===== config.mk =====
export PLATFORM = sky130hd
export DESIGN_NAME = lsr_core
export DESIGN_NICKNAME = d
export VERILOG_FILES = /design/src/lsr_core.v /design/src/lsr_fault_latch.v
export VERILOG_INCLUDE_DIRS = /design/src
export SDC_FILE = /design/constraint.sdc
export NUM_CORES = 1
export LEC_CHECK = 0
export ABC_AREA = 1
export BUFFER_PORTS_ARGS = -buffer_cell sky130_fd_sc_hd__buf_2
export CAP_MARGIN = 20
export CELL_PAD_IN_SITES_DETAIL_PLACEMENT = 0
export CELL_PAD_IN_SITES_GLOBAL_PLACEMENT = 1
export CORE_ASPECT_RATIO = 2
export CORE_UTILIZATION = 36
export CTS_CLUSTER_SIZE = 40
export DETAILED_ROUTE_END_ITERATION = 10
export PLACE_DENSITY_LB_ADDON = 0.12
export RECOVER_POWER = 50
export SKIP_LAST_GASP = 1
export SYNTH_ARGS = -nofsm -noshare
export SYNTH_HDL_FRONTEND = slang
export SYNTH_SLANG_ARGS = --single-unit
export TNS_END_PERCENT = 5

===== constraint.sdc =====
create_clock -name i_clk -period 2.1 [get_ports i_clk]
set_input_delay 0.42 -clock i_clk [delete_from_list [all_inputs] [get_ports i_clk]]
set_output_delay 0.42 -clock i_clk [all_outputs]
set_load 0.05 [all_outputs]

===== src/lsr_defs.vh =====
// Constants for the LIN status and settings read-back block.
`ifndef LSR_DEFS_VH
`define LSR_DEFS_VH
`define LSR_APP_CMD        8'h80
`define LSR_SUB_SET1       7'h04
`define LSR_SUB_SET2       7'h05
`define LSR_FILLER         8'hff
`define LSR_ADDR_PREFIX    2'h3
`define LSR_RESP_LEN_STAT  4'h2
`define LSR_RESP_LEN_DIAG  4'h8
`define LSR_REQ_LEN_DIAG   4'h8
`define LSR_REQ_LEN_STAT   4'h2
`define LSR_BIT_TSD        7
`define LSR_BIT_TW         6
`define LSR_BIT_UV         5
`define LSR_BIT_RETRY      4
`define LSR_BIT_LED3       3
`define LSR_BIT_LED2       2
`define LSR_BIT_LED1       1
`define LSR_BIT_LIN        0
`define LSR_LIN_ERR_W      4
`define LSR_EV_STATUS      0
`define LSR_EV_SETTINGS    1
`define LSR_EV_UV          2
`define LSR_EV_REJECT      3
`define LSR_EV_W           4
`define LSR_OFF_IRQ_STAT   4'h0
`define LSR_OFF_IRQ_CLR    4'h1
`define LSR_OFF_IRQ_EN     4'h2
`define LSR_OFF_FLAGS      4'h3
`define LSR_OFF_CTRL       4'h4
`endif


===== src/lsr_core.v =====
// LIN slave read-back of settings frame two and the brief status query.
//
// Added by the designer: the strobed register port and the register addresses.
`timescale 1ns/100ps
`include "lsr_defs.vh"
// How it works
// - A brief status query with our address answers with the address byte and one status byte.
// - Answering the brief status query never clears a latched flag.
// - Latched flags clear only on the full-status execute strobe.
// - The LIN error bit is the OR of all detected LIN error conditions.
// - Each LED error bit is set when that channel's three-bit fault code is nonzero.
// - The retry bit follows the live automatic-recovery state.
// - Undervoltage is zero after reset, latches on undervoltage, clears only by full status.
// - Settings response two carries a21, a22, a23, a31, a32, a33 in data bytes two to seven.
// - Settings read-back is a diagnostic request followed by a separate slave response.
// - With the command-disable bit programmed, these commands are ignored.
module lsr_core (
    // Clock and reset
    input  wire        i_clk,
    input  wire        i_rst,
    // Received frame bytes from the LIN protocol layer
    input  wire        i_frame_start,
    input  wire        i_diag_frame,
    input  wire        i_rx_valid,
    input  wire [7:0]  i_rx_byte,
    input  wire        i_resp_req,
    input  wire        i_tx_ready,
    // Settings memory
    input  wire [5:0]  i_node_addr,
    input  wire        i_command_disable_bit,
    input  wire [47:0] i_coef_lower,
    input  wire        i_second_lock_bit,
    input  wire        i_modulation_rate_select,
    input  wire        i_thermal_regulation_enable,
    input  wire [3:0]  i_group_member_bits,
    // Device health pins, asynchronous
    input  wire        i_thermal_shutdown_flag,
    input  wire        i_thermal_warning_flag,
    input  wire        i_undervoltage,
    input  wire        i_retry_active,
    input  wire [2:0]  i_channel1_fault_code,
    input  wire [2:0]  i_channel2_fault_code,
    input  wire [2:0]  i_channel3_fault_code,
    input  wire [3:0]  i_lin_errors,
    // Full-status command executed elsewhere
    input  wire        i_full_status_exec,
    // Register port
    input  wire [3:0]  i_addr,
    input  wire [7:0]  i_wdata,
    input  wire        i_wr,
    input  wire        i_rd,
    output reg  [7:0]  o_rdata,
    // Response stream
    output reg         o_tx_valid,
    output reg  [7:0]  o_tx_byte,
    output reg         o_tx_last,
    // Interrupt
    output reg         o_irq
);
    localparam [3:0] ST_IDLE = 4'h1;
    localparam [3:0] ST_RECV = 4'h2;
    localparam [3:0] ST_WAIT = 4'h4;
    localparam [3:0] ST_SEND = 4'h8;
    localparam [1:0] K_NONE = 2'h0;
    localparam [1:0] K_STAT = 2'h1;
    localparam [1:0] K_SET2 = 2'h2;

    // Two-flop synchronisers for all asynchronous health inputs.
    // Seventeen raw bits: four single flags, three fault codes and four LIN error lines.
    wire [16:0] raw_in = {i_thermal_shutdown_flag, i_thermal_warning_flag, i_undervoltage, i_retry_active,
                          i_channel1_fault_code, i_channel2_fault_code, i_channel3_fault_code, i_lin_errors};
    reg  [16:0] sync1_reg;
    reg  [16:0] sync2_reg;
    always @(posedge i_clk) begin
        if (i_rst) begin
            sync1_reg <= 17'h0;
            sync2_reg <= 17'h0;
        end else begin
            sync1_reg <= raw_in;
            sync2_reg <= sync1_reg;
        end
    end
    wire       s_tsd   = sync2_reg[16];
    wire       s_tw    = sync2_reg[15];
    wire       s_uv    = sync2_reg[14];
    wire       s_retry = sync2_reg[13];
    wire [2:0] s_ch1   = sync2_reg[12:10];
    wire [2:0] s_ch2   = sync2_reg[9:7];
    wire [2:0] s_ch3   = sync2_reg[6:4];
    wire [3:0] s_lin   = sync2_reg[3:0];

    // Latched error flags; retry is live and bypasses the latch.
    wire [7:0] fault_set;
    assign fault_set[`LSR_BIT_TSD]   = s_tsd;
    assign fault_set[`LSR_BIT_TW]    = s_tw;
    assign fault_set[`LSR_BIT_UV]    = s_uv;
    assign fault_set[`LSR_BIT_RETRY] = 1'b0;
    assign fault_set[`LSR_BIT_LED3]  = |s_ch3;
    assign fault_set[`LSR_BIT_LED2]  = |s_ch2;
    assign fault_set[`LSR_BIT_LED1]  = |s_ch1;
    assign fault_set[`LSR_BIT_LIN]   = |s_lin;
    wire [7:0] latched;
    lsr_fault_latch u_latch (
        .i_clk   (i_clk),
        .i_rst   (i_rst),
        .i_set   (fault_set),
        .i_clear (i_full_status_exec),
        .o_flags (latched)
    );
    wire [7:0] status_byte = {latched[7:5], s_retry, latched[3:0]};

    // Request decoder and response sequencer.
    reg [3:0]  state_reg;
    reg [3:0]  idx_reg;
    reg        ok_reg;
    reg        is_diag_reg;
    reg [1:0]  pending_reg;
    reg        ev_stat;
    reg        ev_set;
    reg        ev_rej;
    reg [7:0]  resp_byte;
    reg [3:0]  resp_len;

    always @* begin
        resp_len = (pending_reg == K_STAT) ? `LSR_RESP_LEN_STAT : `LSR_RESP_LEN_DIAG;
        case (idx_reg)
            4'h0:    resp_byte = {`LSR_ADDR_PREFIX, i_node_addr};
            4'h1:    resp_byte = (pending_reg == K_STAT) ? status_byte : i_coef_lower[47:40];
            4'h2:    resp_byte = i_coef_lower[39:32];
            4'h3:    resp_byte = i_coef_lower[31:24];
            4'h4:    resp_byte = i_coef_lower[23:16];
            4'h5:    resp_byte = i_coef_lower[15:8];
            4'h6:    resp_byte = i_coef_lower[7:0];
            4'h7:    resp_byte = {i_second_lock_bit, i_modulation_rate_select, 1'b1,
                                  i_thermal_regulation_enable, i_group_member_bits};
            default: resp_byte = `LSR_FILLER;
        endcase
    end

    wire addr_byte_ok = (i_rx_byte == {`LSR_ADDR_PREFIX, i_node_addr});
    always @(posedge i_clk) begin
        if (i_rst) begin
            state_reg   <= ST_IDLE;
            idx_reg     <= 4'h0;
            ok_reg      <= 1'b0;
            is_diag_reg <= 1'b0;
            pending_reg <= K_NONE;
            o_tx_valid  <= 1'b0;
            o_tx_byte   <= 8'h00;
            o_tx_last   <= 1'b0;
            ev_stat     <= 1'b0;
            ev_set      <= 1'b0;
            ev_rej      <= 1'b0;
        end else begin
            ev_stat <= 1'b0;
            ev_set  <= 1'b0;
            ev_rej  <= 1'b0;
            if (i_frame_start) begin
                state_reg   <= ST_RECV;
                idx_reg     <= 4'h0;
                ok_reg      <= 1'b1;
                is_diag_reg <= i_diag_frame;
                o_tx_valid  <= 1'b0;
                o_tx_last   <= 1'b0;
                // A new diagnostic request drops any response left pending.
                if (i_diag_frame)
                    pending_reg <= K_NONE;
            end else begin
                case (state_reg)
                    ST_IDLE: begin
                        o_tx_valid <= 1'b0;
                    end
                    ST_RECV: begin
                        if (i_rx_valid) begin
                            idx_reg <= idx_reg + 4'h1;
                            if (is_diag_reg) begin
                                case (idx_reg)
                                    4'h0: if (i_rx_byte != `LSR_APP_CMD) ok_reg <= 1'b0;
                                    4'h1: if (i_rx_byte != {1'b1, `LSR_SUB_SET2}) ok_reg <= 1'b0;
                                    4'h2: if (!addr_byte_ok) ok_reg <= 1'b0;
                                    default: if (i_rx_byte != `LSR_FILLER) ok_reg <= 1'b0;
                                endcase
                                if (idx_reg == `LSR_REQ_LEN_DIAG - 4'h1) begin
                                    state_reg <= ST_IDLE;
                                    if (ok_reg && i_rx_byte == `LSR_FILLER) begin
                                        if (i_command_disable_bit)
                                            ev_rej <= 1'b1;
                                        else
                                            pending_reg <= K_SET2;
                                    end
                                end
                            end else begin
                                if (idx_reg == 4'h0 && !addr_byte_ok)
                                    ok_reg <= 1'b0;
                                if (idx_reg == `LSR_REQ_LEN_STAT - 4'h1) begin
                                    if (ok_reg && i_rx_byte == `LSR_FILLER) begin
                                        if (i_command_disable_bit) begin
                                            ev_rej    <= 1'b1;
                                            state_reg <= ST_IDLE;
                                        end else begin
                                            pending_reg <= K_STAT;
                                            idx_reg     <= 4'h0;
                                            state_reg   <= ST_SEND;
                                        end
                                    end else begin
                                        state_reg <= ST_IDLE;
                                    end
                                end
                            end
                        end else if (i_resp_req && is_diag_reg == 1'b0 && pending_reg == K_SET2) begin
                            idx_reg   <= 4'h0;
                            state_reg <= ST_SEND;
                        end
                    end
                    ST_SEND: begin
                        if (!o_tx_valid || i_tx_ready) begin
                            if (idx_reg < resp_len) begin
                                o_tx_valid <= 1'b1;
                                o_tx_byte  <= resp_byte;
                                o_tx_last  <= (idx_reg == resp_len - 4'h1);
                                idx_reg    <= idx_reg + 4'h1;
                            end else begin
                                o_tx_valid  <= 1'b0;
                                o_tx_last   <= 1'b0;
                                state_reg   <= ST_IDLE;
                                ev_stat     <= (pending_reg == K_STAT);
                                ev_set      <= (pending_reg == K_SET2);
                                pending_reg <= K_NONE;
                            end
                        end
                    end
                    default: state_reg <= ST_IDLE;
                endcase
            end
        end
    end

    // Interrupt block; the status register is sticky and set wins over clear.
    reg [3:0] irq_stat_reg;
    reg [3:0] irq_en_reg;
    reg [7:0] ctrl_reg;
    reg       uv_prev_reg;
    wire [3:0] ev_vec = {ev_rej, latched[`LSR_BIT_UV] & ~uv_prev_reg, ev_set, ev_stat};
    wire [3:0] clr_vec = (i_wr && i_addr == `LSR_OFF_IRQ_CLR) ? i_wdata[3:0] : 4'h0;
    always @(posedge i_clk) begin
        if (i_rst) begin
            irq_stat_reg <= 4'h0;
            irq_en_reg   <= 4'h0;
            ctrl_reg     <= 8'h00;
            uv_prev_reg  <= 1'b0;
            o_irq        <= 1'b0;
            o_rdata      <= 8'h00;
        end else begin
            uv_prev_reg  <= latched[`LSR_BIT_UV];
            irq_stat_reg <= (irq_stat_reg & ~clr_vec) | ev_vec;
            if (i_wr && i_addr == `LSR_OFF_IRQ_EN)
                irq_en_reg <= i_wdata[3:0];
            if (i_wr && i_addr == `LSR_OFF_CTRL)
                ctrl_reg <= i_wdata;
            o_irq <= |(((irq_stat_reg & ~clr_vec) | ev_vec) & irq_en_reg);
            if (i_rd) begin
                case (i_addr)
                    `LSR_OFF_IRQ_STAT: o_rdata <= {4'h0, irq_stat_reg};
                    `LSR_OFF_IRQ_EN:   o_rdata <= {4'h0, irq_en_reg};
                    `LSR_OFF_FLAGS:    o_rdata <= status_byte;
                    `LSR_OFF_CTRL:     o_rdata <= ctrl_reg;
                    default:           o_rdata <= 8'h00;
                endcase
            end else begin
                o_rdata <= 8'h00;
            end
        end
    end
endmodule


===== src/lsr_fault_latch.v =====
// Latched fault flags with set-over-clear behaviour.
`timescale 1ns/100ps
module lsr_fault_latch (
    // Clock and reset
    input  wire       i_clk,
    input  wire       i_rst,
    // Raw fault levels, already synchronised
    input  wire [7:0] i_set,
    // Full-status clear strobe
    input  wire       i_clear,
    // Latched flags
    output wire [7:0] o_flags
);
    reg [7:0] flags_reg;
    genvar g;
    generate
        for (g = 0; g < 8; g = g + 1) begin : g_bit
            // A fault present in the clearing cycle stays latched.
            always @(posedge i_clk) begin
                if (i_rst)
                    flags_reg[g] <= 1'b0;
                else if (i_set[g])
                    flags_reg[g] <= 1'b1;
                else if (i_clear)
                    flags_reg[g] <= 1'b0;
            end
        end
    endgenerate
    assign o_flags = flags_reg;
endmodule


==> run_results.csv, run 1 <==
group,metric,value,unit
floorplan,placementRows,55,
cts,clk_pin_slew,0.07,ns
grt,grt_pass1_wl,20500,um
pwr,pwr_density_cell,700,mW/mm^2
timing,rsz0062_at_grt,"true",
synthesis,yosys_most_used_dff,"dfxtp_1",
critical_path,type_of_the_worst_setup_path,"register to register",
floorplan,core_area,0.0114,mm^2
drt,postRouteWirelength,13200,um
synthesis,synth-edff-count,0,
critical_path,cp_slowest_stage_delay,0.43,ns
synthesis,area_share_of_the_largest_cell_type_after_synthesis,43.3,%
critical_path,worst_path_max_delay_cell,"dfxtp_1",
grt,initial_antenna_violation_count,0,
floorplan,dieHeight,155,um
hold_path,timing.hold.worst.start,"i_lin_errors[2]",
critical_path,kind_of_start_point_of_the_critical_path,"register",
synthesis,postSynthCellCount,606,
timing,timing.max_slew.rel_slack,39.4,%
cts,numClockSinks,91,
placed_design,gp_congestion,0.948,
layout,layout.nets,852,
synthesis,yosysMostFrequentCell,"inv_1",
synthesis,yosysWarningCount,0,
synthesis,postSynth.asyncResetShare,0,%
drt,wirelength_met1,4620,um
synthesis,synth_seq_cells,91,
critical_path,worst_path_cell_chain,"inv_1 > ha_1 > nand2_2 > a21oi_1 > o21ai_0 > nand4_1 > or2_2 > nor2_1 > nor2_1",
layout,antenna_cells_inserted,0,
drt,vias_per_cell,4.83,
timing,slew_worst_pin,0.908,ns
flow_run,max-cap-violations,0,
timing,holdWs,0.278,ns
timing,post-route-period-util,90.7,%
synthesis,yosys.cell_types.count,34,
drt,number_of_detailed_routing_iterations_run_before_antenna_repair,5,
critical_path,critical_path_fanout_max,12,
drt,highest-signal-layer,"met4",
timing,fin_skew,0.00743,ns
pwr,combPwrFrac,10.2,%
drt,drt_iter0_drc,165,
outcome,status,"complete, no violations",
pwr,total_switching_power,0.956,mW
critical_path,critical_path.endpoint_type,"register",
placed_design,buffer_ports.inserted,127,
synthesis,post_synth_main_area_contributors,"dfxtp_1 (43%), inv_1 (9.6%), nor2_1 (8.8%)",
cts,ctsRootBufferMaster,"clkbuf_16",
cts,clock_insertion_delay_worst_skew,0.34,ns
critical_path,crit_required,2.33,ns
cts,cts_h_tree_depth,3,
synthesis,postSynthNetCount,719,
pwr,power.switching_fraction,25.8,%
pwr,ir_worst_vdd,0.405,mV
critical_path,worst-endpoint-arrival,2.14,ns
cts,cts_inserted_buffers,9,
timing,max_freq,525,MHz
hold_path,worstHoldPathType,"input port to register",
critical_path,cpMostUsedCell,"nor2_1",
placed_design,dp.final_hpwl,10800,um
grt,first_global_vias,4153,
hold_path,hold_path_depth,3,
drt,met2WireLength,7660,um
critical_path,crit-reg2reg-launch,"idx_reg[1]$_SDFFE_PP0P_",
timing,timing.final.hold_violations,0,
floorplan,i_o_pin_total,128,
timing,finalSetupViolCount,0,
layout,syn2layout_area_growth,25.8,%
drt,drt-wirelength-per-cell,14.9,um
layout,drive_above_1_share,22.4,%
cts,cts_max_path_bufs,2,
synthesis,synth.largest_area_cell,"dfxtp_1",
floorplan,die_width,78.4,um
floorplan,start_util,37.1,%
drt,route.vias.total,4275,
grt,grt_max_degree,48,
cts,clock_tree_from_tritoncts,"done",
critical_path,timing.rr.end,"o_tx_byte[5]$_SDFFE_PP0P_",
pwr,seq_power_share,48.8,%
critical_path,r2r_setup_slack,0.19,ns
synthesis,synth.cells.most_frequent,"inv_1 (108), nor2_1 (99), nand2_1 (97)",
drt,post-route-drc-count,0,
critical_path,timing.reg2reg.worst_path_depth,9,
grt,grt.total_usage,22.6,%
synthesis,syn_area,0.00421,mm^2
hold_path,timing.hold.worst_endpoint,"sync1_reg[2]$_SDFF_PP0_",
timing,finalWorstPathRequiredPeriod,1.91,ns
timing,max_slew_vio_count,0,
pwr,leakage,2.54,nW
pwr,p_int,2.75,mW
floorplan,floorplan.die_area,0.0122,mm^2
pwr,relative_contribution_of_the_clock_network_to_total_power,41.0,%
grt,global_route.overflow_total,0,
synthesis,per_instance_average_area_after_synthesis,6.94,um^2
drt,dr_wl_met3,451,um
drt,ant_nets,0,
layout,postLayoutCoreUtil,46.6,%
layout,num-fill-cells,1236,
synthesis,post_synthesis_sequential_area_ratio,43.3,%
-- stage by stage --
stage | power [mW] | cells | cell area, um^2 | setup TNS [ns] | worst slack (ns)
floorplan | 2.03 | 606 | 4210 | 0 | 0.427
global placement | 2.23 | 870 | 5020 | 0 | 0.173
detailed placement | 2.23 | 870 | 5020 | 0 | 0.146
CTS | 3.76 | 886 | 5300 | 0 | 0.140
global route | 3.86 | 886 | 5290 | -0.00142 | -0.00142
finish | 3.71 | 886 | 5290 | 0 | 0.194
-- worst max path at each step --
stage	startpoint	endpoint	slack, ns
6_report	idx_reg[1]$_SDFFE_PP0P_	o_tx_byte[5]$_SDFFE_PP0P_	0.19
5_1_grt	idx_reg[1]$_SDFFE_PP0P_	o_tx_byte[5]$_SDFFE_PP0P_	-0.001
4_1_cts	idx_reg[2]$_SDFFE_PP0P_	o_tx_byte[5]$_SDFFE_PP0P_	0.14
3_5_place_dp	idx_reg[2]$_SDFFE_PP0P_	o_tx_byte[5]$_SDFFE_PP0P_	0.15
3_3_place_gp	idx_reg[1]$_SDFFE_PP0P_	o_tx_byte[5]$_SDFFE_PP0P_	0.17
2_1_floorplan	idx_reg[0]$_SDFFE_PP0P_	idx_reg[2]$_SDFFE_PP0P_	0.43
-- worst max-delay path: cells and delay by family, from the launching register on --
kind / cells / cell delay, ns
simple gates: 5 / 0.85
compound gates: 2 / 0.20
buf+inv: 1 / 0.11
flops: 1 / 0.43
fa+ha+maj: 1 / 0.21
-- power by group through the flow --
stage | registers, mW | logic [mW] | clock network (mW)
floorplan | 1.85 | 0.188 | 0
detailed placement | 1.85 | 0.380 | 0
global placement | 1.85 | 0.380 | 0
CTS | 1.81 | 0.383 | 1.57
finish | 1.81 | 0.377 | 1.52
global route | 1.81 | 0.423 | 1.63
-- routing by layer --
metal / track usage, % / vias to the layer above
met3: 3.40 / 25
met2: 46.5 / 119
met1: 20.5 / 1933
met4: 10.2 / 0
li1: - / 2198
met5: 0 / -
-- what timing repair did --
item	4_1_cts	5_1_grt
hold buffers	0	0
setup endpoints to repair	0	8
gates resized for setup	0	2
buffers inserted	0	0
-- cell usage in the layout, fill, tap and decap left out, types with 2 or more instances in the layout --
cell type,n
buf_2,126
inv_1,108
nor2_1,99
nand2_1,97
dfxtp_1,90
a21oi_1,51
o21ai_0,43
nand3_1,32
nand4_1,12
o22ai_1,9
clkbuf_16,9
inv_2,6
nand3b_1,5
a311oi_1,4
nor3_1,4
ha_1,4
clkbuf_1,4
nor2_4,3
nand2_2,3
clkinvlp_4,3
o41ai_1,3
o2bb2ai_1,3
buf_4,3
nor3_4,2
clkinv_1,2
a211oi_1,2
inv_6,2
-- cell type report --
cell class	count	area, um^2	share of cell area (%)
multi-input cells	386	1890	35.8
flip-flops and latches	91	1820	34.4
repair buffers	134	673	12.7
inverters	117	443	8.37
clock buffers	9	225	4.26
well taps	142	178	3.36
clock inverters	7	57.6	1.09
-- cell families (layout without fill, tap and decap cells) --
logic type | after synthesis | in the layout | synth area share [%]
compound gates | 119 | 119 | 16.0
xor+xnor | 1 | 1 | 0.208
fa+ha+maj | 4 | 4 | 1.19
buf+inv | 129 | 267 | 11.7
flops | 91 | 91 | 43.3
simple gates | 262 | 262 | 27.6
(Power assumes the default switching activity.)
==> run 2, diff against run 1 <==
- CORE_UTILIZATION: 36 -> 37
- CTS_BUF_LIST: default -> sky130_fd_sc_hd__clkbuf_8
==> run 2 against run 1 <==
Against the previous run: worst setup slack got worse by 0.040 ns; flip-flop and latch count stayed put; critical path depth increased by 1; cell area decreased by 1.3%; global-route usage grew 1.0 points; wire length grew 3.8%; highest routed layer unchanged.
==> run_results.csv, run 2 (synthesis results as in run 1) <==
group,metric,value,unit
drt,drt_iter0_drc,181,
cts,numClockSinks,91,
cts,cts_inserted_buffers,9,
timing,slew_worst_pin,0.953,ns
drt,ant_nets,0,
floorplan,i_o_pin_total,128,
pwr,seq_power_share,53.2,%
critical_path,type_of_the_worst_setup_path,"register to register",
grt,initial_antenna_violation_count,0,
pwr,combPwrFrac,11.4,%
pwr,p_int,2.41,mW
timing,max_freq,514,MHz
cts,post-cts-setup-buffers,0,
critical_path,timing.rr.end,"o_tx_byte[4]$_SDFFE_PP0P_",
cts,cts_max_path_bufs,2,
cts,ctsRootBufferMaster,"clkbuf_8",
grt,first_global_vias,4358,
outcome,status,"complete, no violations",
timing,finalSetupViolCount,0,
layout,drive_above_1_share,22.5,%
grt,grt.total_usage,23.6,%
critical_path,worst-endpoint-arrival,2.22,ns
cts,clock_tree_from_tritoncts,"done",
placed_design,detailedPlace.worstSlack,0.217,ns
critical_path,cp_slowest_stage_delay,0.44,ns
timing,max_slew_vio_count,0,
timing,fin_skew,0.00828,ns
floorplan,floorplan.die_area,0.0118,mm^2
layout,mostFrequentLayoutCell,"buf_2",
pwr,total_switching_power,0.986,mW
drt,drt-wirelength-per-cell,15.5,um
floorplan,die_width,77.4,um
timing,finalWorstPathRequiredPeriod,1.95,ns
pwr,relative_contribution_of_the_clock_network_to_total_power,35.4,%
drt,number_of_detailed_routing_iterations_run_before_antenna_repair,4,
layout,final_cell_mix,"buf_2 (126), inv_1 (108), nor2_1 (99)",
cts,clock_insertion_delay_worst_skew,0.37,ns
placed_design,gp_congestion,0.998,
timing,rsz0062_at_grt,"false",
timing,layout_setup_ws,0.154,ns
layout,layout.nets,854,
cts,postCtsHoldBufs,0,
pwr,pwr_density_cell,650,mW/mm^2
placed_design,buffer_ports.inserted,127,
drt,postRouteWirelength,13700,um
critical_path,critical_path.endpoint_type,"register",
cts,cts_h_tree_depth,3,
timing,timing.final.hold_violations,0,
timing,post-route-period-util,92.7,%
critical_path,critical_path_fanout_max,9,
timing,final_sum_of_negative_setup_slack,0,ns
critical_path,crit-reg2reg-launch,"idx_reg[0]$_SDFFE_PP0P_",
pwr,leakage,2.52,nW
layout,syn2layout_area_growth,24.2,%
layout,antenna_cells_inserted,0,
cts,post_cts_resized,0,
floorplan,dieHeight,153,um
floorplan,start_util,38.2,%
critical_path,timing.reg2reg.worst_path_depth,10,
drt,vias_per_cell,4.88,
pwr,power.switching_fraction,29.0,%
floorplan,placementRows,54,
critical_path,worst_path_max_delay_cell,"dfxtp_1",
drt,post-route-drc-count,0,
hold_path,worstHoldPathType,"input port to register",
layout,finish.cell_count_without_fillers,886,
critical_path,r2r_setup_slack,0.15,ns
placed_design,dp.final_hpwl,11100,um
critical_path,crit_start,"idx_reg[0]$_SDFFE_PP0P_",
drt,route.vias.total,4327,
grt,grt_max_degree,47,
grt,grt_pass1_wl,21200,um
flow_run,max-cap-violations,0,
critical_path,cp-endpoint,"o_tx_byte[4]$_SDFFE_PP0P_",
pwr,ir_worst_vdd,0.344,mV
critical_path,worst_path_cell_chain,"inv_1 > ha_1 > nand2_1 > clkinv_1 > nand2_1 > o21ai_0 > a21oi_1 > nand4_1 > nor2_1 > nor2_1",
timing,timing.max_slew.rel_slack,36.5,%
critical_path,kind_of_start_point_of_the_critical_path,"register",
placed_design,placed_cells,870,
floorplan,core_area,0.0110,mm^2
cts,clk_pin_slew,0.11,ns
grt,global_route.overflow_total,0,
critical_path,crit_required,2.37,ns
## run 2: cell count changes in the layout (fill, tap and decap cells not counted), sizes merged
cell      before  now
clkinv         4    7
clkinvlp       3    0
buf          129  133
clkbuf        14   12
## run 2: how the worst min path moves through the flow
stage,start,endpoint,cells after the start
finish,i_thermal_warning_flag,sync1_reg[15]$_SDFF_PP0_,3
CTS,i_undervoltage,sync1_reg[14]$_SDFF_PP0_,3
global placement,sync1_reg[5]$_SDFF_PP0_,sync2_reg[5]$_SDFF_PP0_,2
global route,i_channel1_fault_code[1],sync1_reg[11]$_SDFF_PP0_,3
floorplan,sync1_reg[0]$_SDFF_PP0_,sync2_reg[0]$_SDFF_PP0_,2
detailed placement,sync1_reg[9]$_SDFF_PP0_,sync2_reg[9]$_SDFF_PP0_,2
## run 2: through the flow
step,hold slack (ns),util (%),instance area (um^2),total power [mW]
after floorplan,0.388,-,4210,2.03
after global placement,0.390,45.7,5030,2.24
after detailed placement,0.393,45.7,5030,2.24
after CTS,0.218,47.6,5240,3.44
after global routing,0.225,47.4,5230,3.55
final,0.240,47.4,5230,3.40
## run 2: layer usage
layer  GRT usage (%)  routed length [um]
met2            45.7                7580
met4            14.7                 771
met1            22.1                4880
met5               0                   0
met3            3.64                 459
## run 2: worst max-delay path, delay by kind of cell, from the launching register on
family          cells  cell delay [ns]
flops               1             0.44
simple gates        5             0.50
fa+ha+maj           1             0.23
buf+inv             2             0.35
compound gates      2             0.34
## run 2: cell type report
| class | instances | area [um^2] |
|---|---|---|
| Clock buffer | 9 | 124 |
| Clock inverter | 7 | 81.3 |
| Fill cell | 1179 | 5790 |
| Inverter | 117 | 439 |
| Multi-Input combinational cell | 386 | 1890 |
| Sequential cell | 91 | 1820 |
| Tap cell | 140 | 175 |
| Timing Repair Buffer | 136 | 696 |
## run 2: power by group through the flow
stage	Sequential [mW]	Clock [mW]	Combinational (mW)
2_1_floorplan	1.85	0	0.188
3_3_place_gp	1.84	0	0.391
3_5_place_dp	1.85	0	0.389
4_1_cts	1.81	1.24	0.391
5_1_grt	1.81	1.30	0.435
6_report	1.81	1.20	0.388
==> run 3, diff against run 2 <==
- RECOVER_POWER: 50 -> default
==> run 3 against run 2 <==
Against the previous run: flip-flop and latch count did not move; via count shrank 0.21%; register-to-register slack better by 0.04 ns; worst hold slack worse by 0.00068 ns; largest power group unchanged.
==> run_results.csv, run 3 (synthesis results as in run 1) <==
group,metric,value,unit
outcome,status,"complete, no violations",
timing,holdWs,0.239,ns
grt,global_route.overflow_total,0,
cts,clock_insertion_delay_worst_skew,0.37,ns
pwr,p_total,3.40,mW
timing,rsz0062_at_grt,"false",
timing,timing.max_slew.rel_slack,59.1,%
cts,cts_h_tree_depth,3,
timing,max_freq,524,MHz
layout,multiInputGateArea,0.00189,mm^2
timing,post-route-period-util,90.9,%
cts,clk_pin_slew,0.11,ns
timing,finalWorstPathRequiredPeriod,1.91,ns
cts,numClockSinks,91,
critical_path,critical_path.endpoint_type,"register",
critical_path,timing.reg2reg.worst_path_depth,10,
timing,finalSetupViolCount,0,
placed_design,buffer_ports.inserted,127,
drt,postRouteWirelength,13700,um
hold_path,timing.hold.worst_endpoint,"sync1_reg[15]$_SDFF_PP0_",
grt,grt_pass1_wl,21200,um
floorplan,start_util,38.2,%
layout,postLayoutCoreUtil,47.6,%
critical_path,crit_required,2.37,ns
cts,post_cts_resized,0,
placed_design,dp.final_hpwl,11100,um
cts,postCtsHoldBufs,0,
flow_run,max-cap-violations,0,
floorplan,placementRows,54,
hold_path,hold_path_depth,3,
layout,antenna_cells_inserted,0,
layout,register_area,0.00182,mm^2
drt,drt_iter0_drc,161,
layout,drive_above_1_share,22.9,%
floorplan,die_width,77.4,um
layout,layout.nets,854,
floorplan,floorplan.die_area,0.0118,mm^2
drt,number_of_detailed_routing_iterations_run_before_antenna_repair,4,
cts,ctsRootBufferMaster,"clkbuf_8",
floorplan,core_area,0.0110,mm^2
timing,max_slew_vio_count,0,
timing,slew_worst_pin,0.609,ns
cts,cts_max_path_bufs,2,
hold_path,timing.hold.worst.start,"i_thermal_warning_flag",
drt,vias_per_cell,4.87,
grt,initial_antenna_violation_count,0,
critical_path,critical_path_fanout_max,9,
layout,mostFrequentLayoutCell,"buf_2",
grt,grt_max_degree,47,
critical_path,type_of_the_worst_setup_path,"register to register",
placed_design,gp_congestion,0.998,
pwr,leakage,2.54,nW
cts,post-cts-setup-buffers,0,
floorplan,i_o_pin_total,128,
timing,fin_skew,0.00911,ns
pwr,pwr_density_cell,649,mW/mm^2
cts,clock_tree_from_tritoncts,"done",
drt,ant_nets,0,
drt,route.vias.total,4318,
cts,cts_inserted_buffers,9,
hold_path,worstHoldPathType,"input port to register",
critical_path,worst-endpoint-arrival,2.18,ns
critical_path,timing.rr.end,"o_tx_byte[4]$_SDFFE_PP0P_",
critical_path,crit-reg2reg-launch,"idx_reg[0]$_SDFFE_PP0P_",
timing,final_sum_of_negative_setup_slack,0,ns
pwr,ir_worst_vdd,0.342,mV
layout,syn2layout_area_growth,24.5,%
grt,grt.total_usage,23.6,%
critical_path,kind_of_start_point_of_the_critical_path,"register",
layout,num-fill-cells,1176,
drt,post-route-drc-count,0,
layout,final_cell_mix,"buf_2 (127), inv_1 (108), nor2_1 (99)",
timing,timing.final.hold_violations,0,
drt,drt-wirelength-per-cell,15.4,um
critical_path,r2r_setup_slack,0.19,ns
floorplan,dieHeight,153,um
grt,first_global_vias,4358,
[run 3: where the power goes]
part | total, mW | switching, mW | internal, mW
Combinational | 0.389 | 0.235 | 0.155
Clock | 1.20 | 0.727 | 0.475
Sequential | 1.81 | 0.0250 | 1.78
[run 3: through the flow]
step	cell area [um^2]	instances	setup slack, ns
final	5240	886	0.192
after global routing	5240	886	0.00813
after CTS	5240	886	0.172
after detailed placement	5030	870	0.217
after global placement	5030	870	0.255
after floorplan	4210	606	0.427
[run 3: how the worst max path moves through the flow]
stage | start | to | slack (ns) | cells past startpoint
final | idx_reg[0]$_SDFFE_PP0P_ | o_tx_byte[4]$_SDFFE_PP0P_ | 0.19 | 10
after global placement | idx_reg[0]$_SDFFE_PP0P_ | o_tx_byte[4]$_SDFFE_PP0P_ | 0.26 | 10
after global routing | idx_reg[0]$_SDFFE_PP0P_ | o_tx_byte[4]$_SDFFE_PP0P_ | 0.008 | 10
after detailed placement | idx_reg[0]$_SDFFE_PP0P_ | o_tx_byte[4]$_SDFFE_PP0P_ | 0.22 | 10
after CTS | idx_reg[0]$_SDFFE_PP0P_ | o_tx_byte[4]$_SDFFE_PP0P_ | 0.17 | 10
after floorplan | idx_reg[0]$_SDFFE_PP0P_ | idx_reg[2]$_SDFFE_PP0P_ | 0.43 | 13
[run 3: critical path: stages, from the launching register on]
cell	delay (ns)
dfxtp_1	0.44
inv_1	0.11
ha_1	0.23
nand2_1	0.09
clkinv_1	0.24
nand2_1	0.12
o21ai_0	0.11
a21oi_1	0.19
nand4_1	0.11
nor2_1	0.13
nor2_1	0.04
[run 3: layout make-up]
type / count / area share, %
multi-input cells: 386 / 36.1
flip-flops and latches: 91 / 34.8
repair buffers: 136 / 13.4
inverters: 117 / 8.39
well taps: 140 / 3.34
clock buffers: 9 / 2.37
clock inverters: 7 / 1.55
[run 3: routing by layer]
layer  wire length (um)  global-route usage (%)
met4                750                    14.7
met5                  0                       0
met3                462                    3.64
met1               4880                    22.1
met2               7600                    45.7
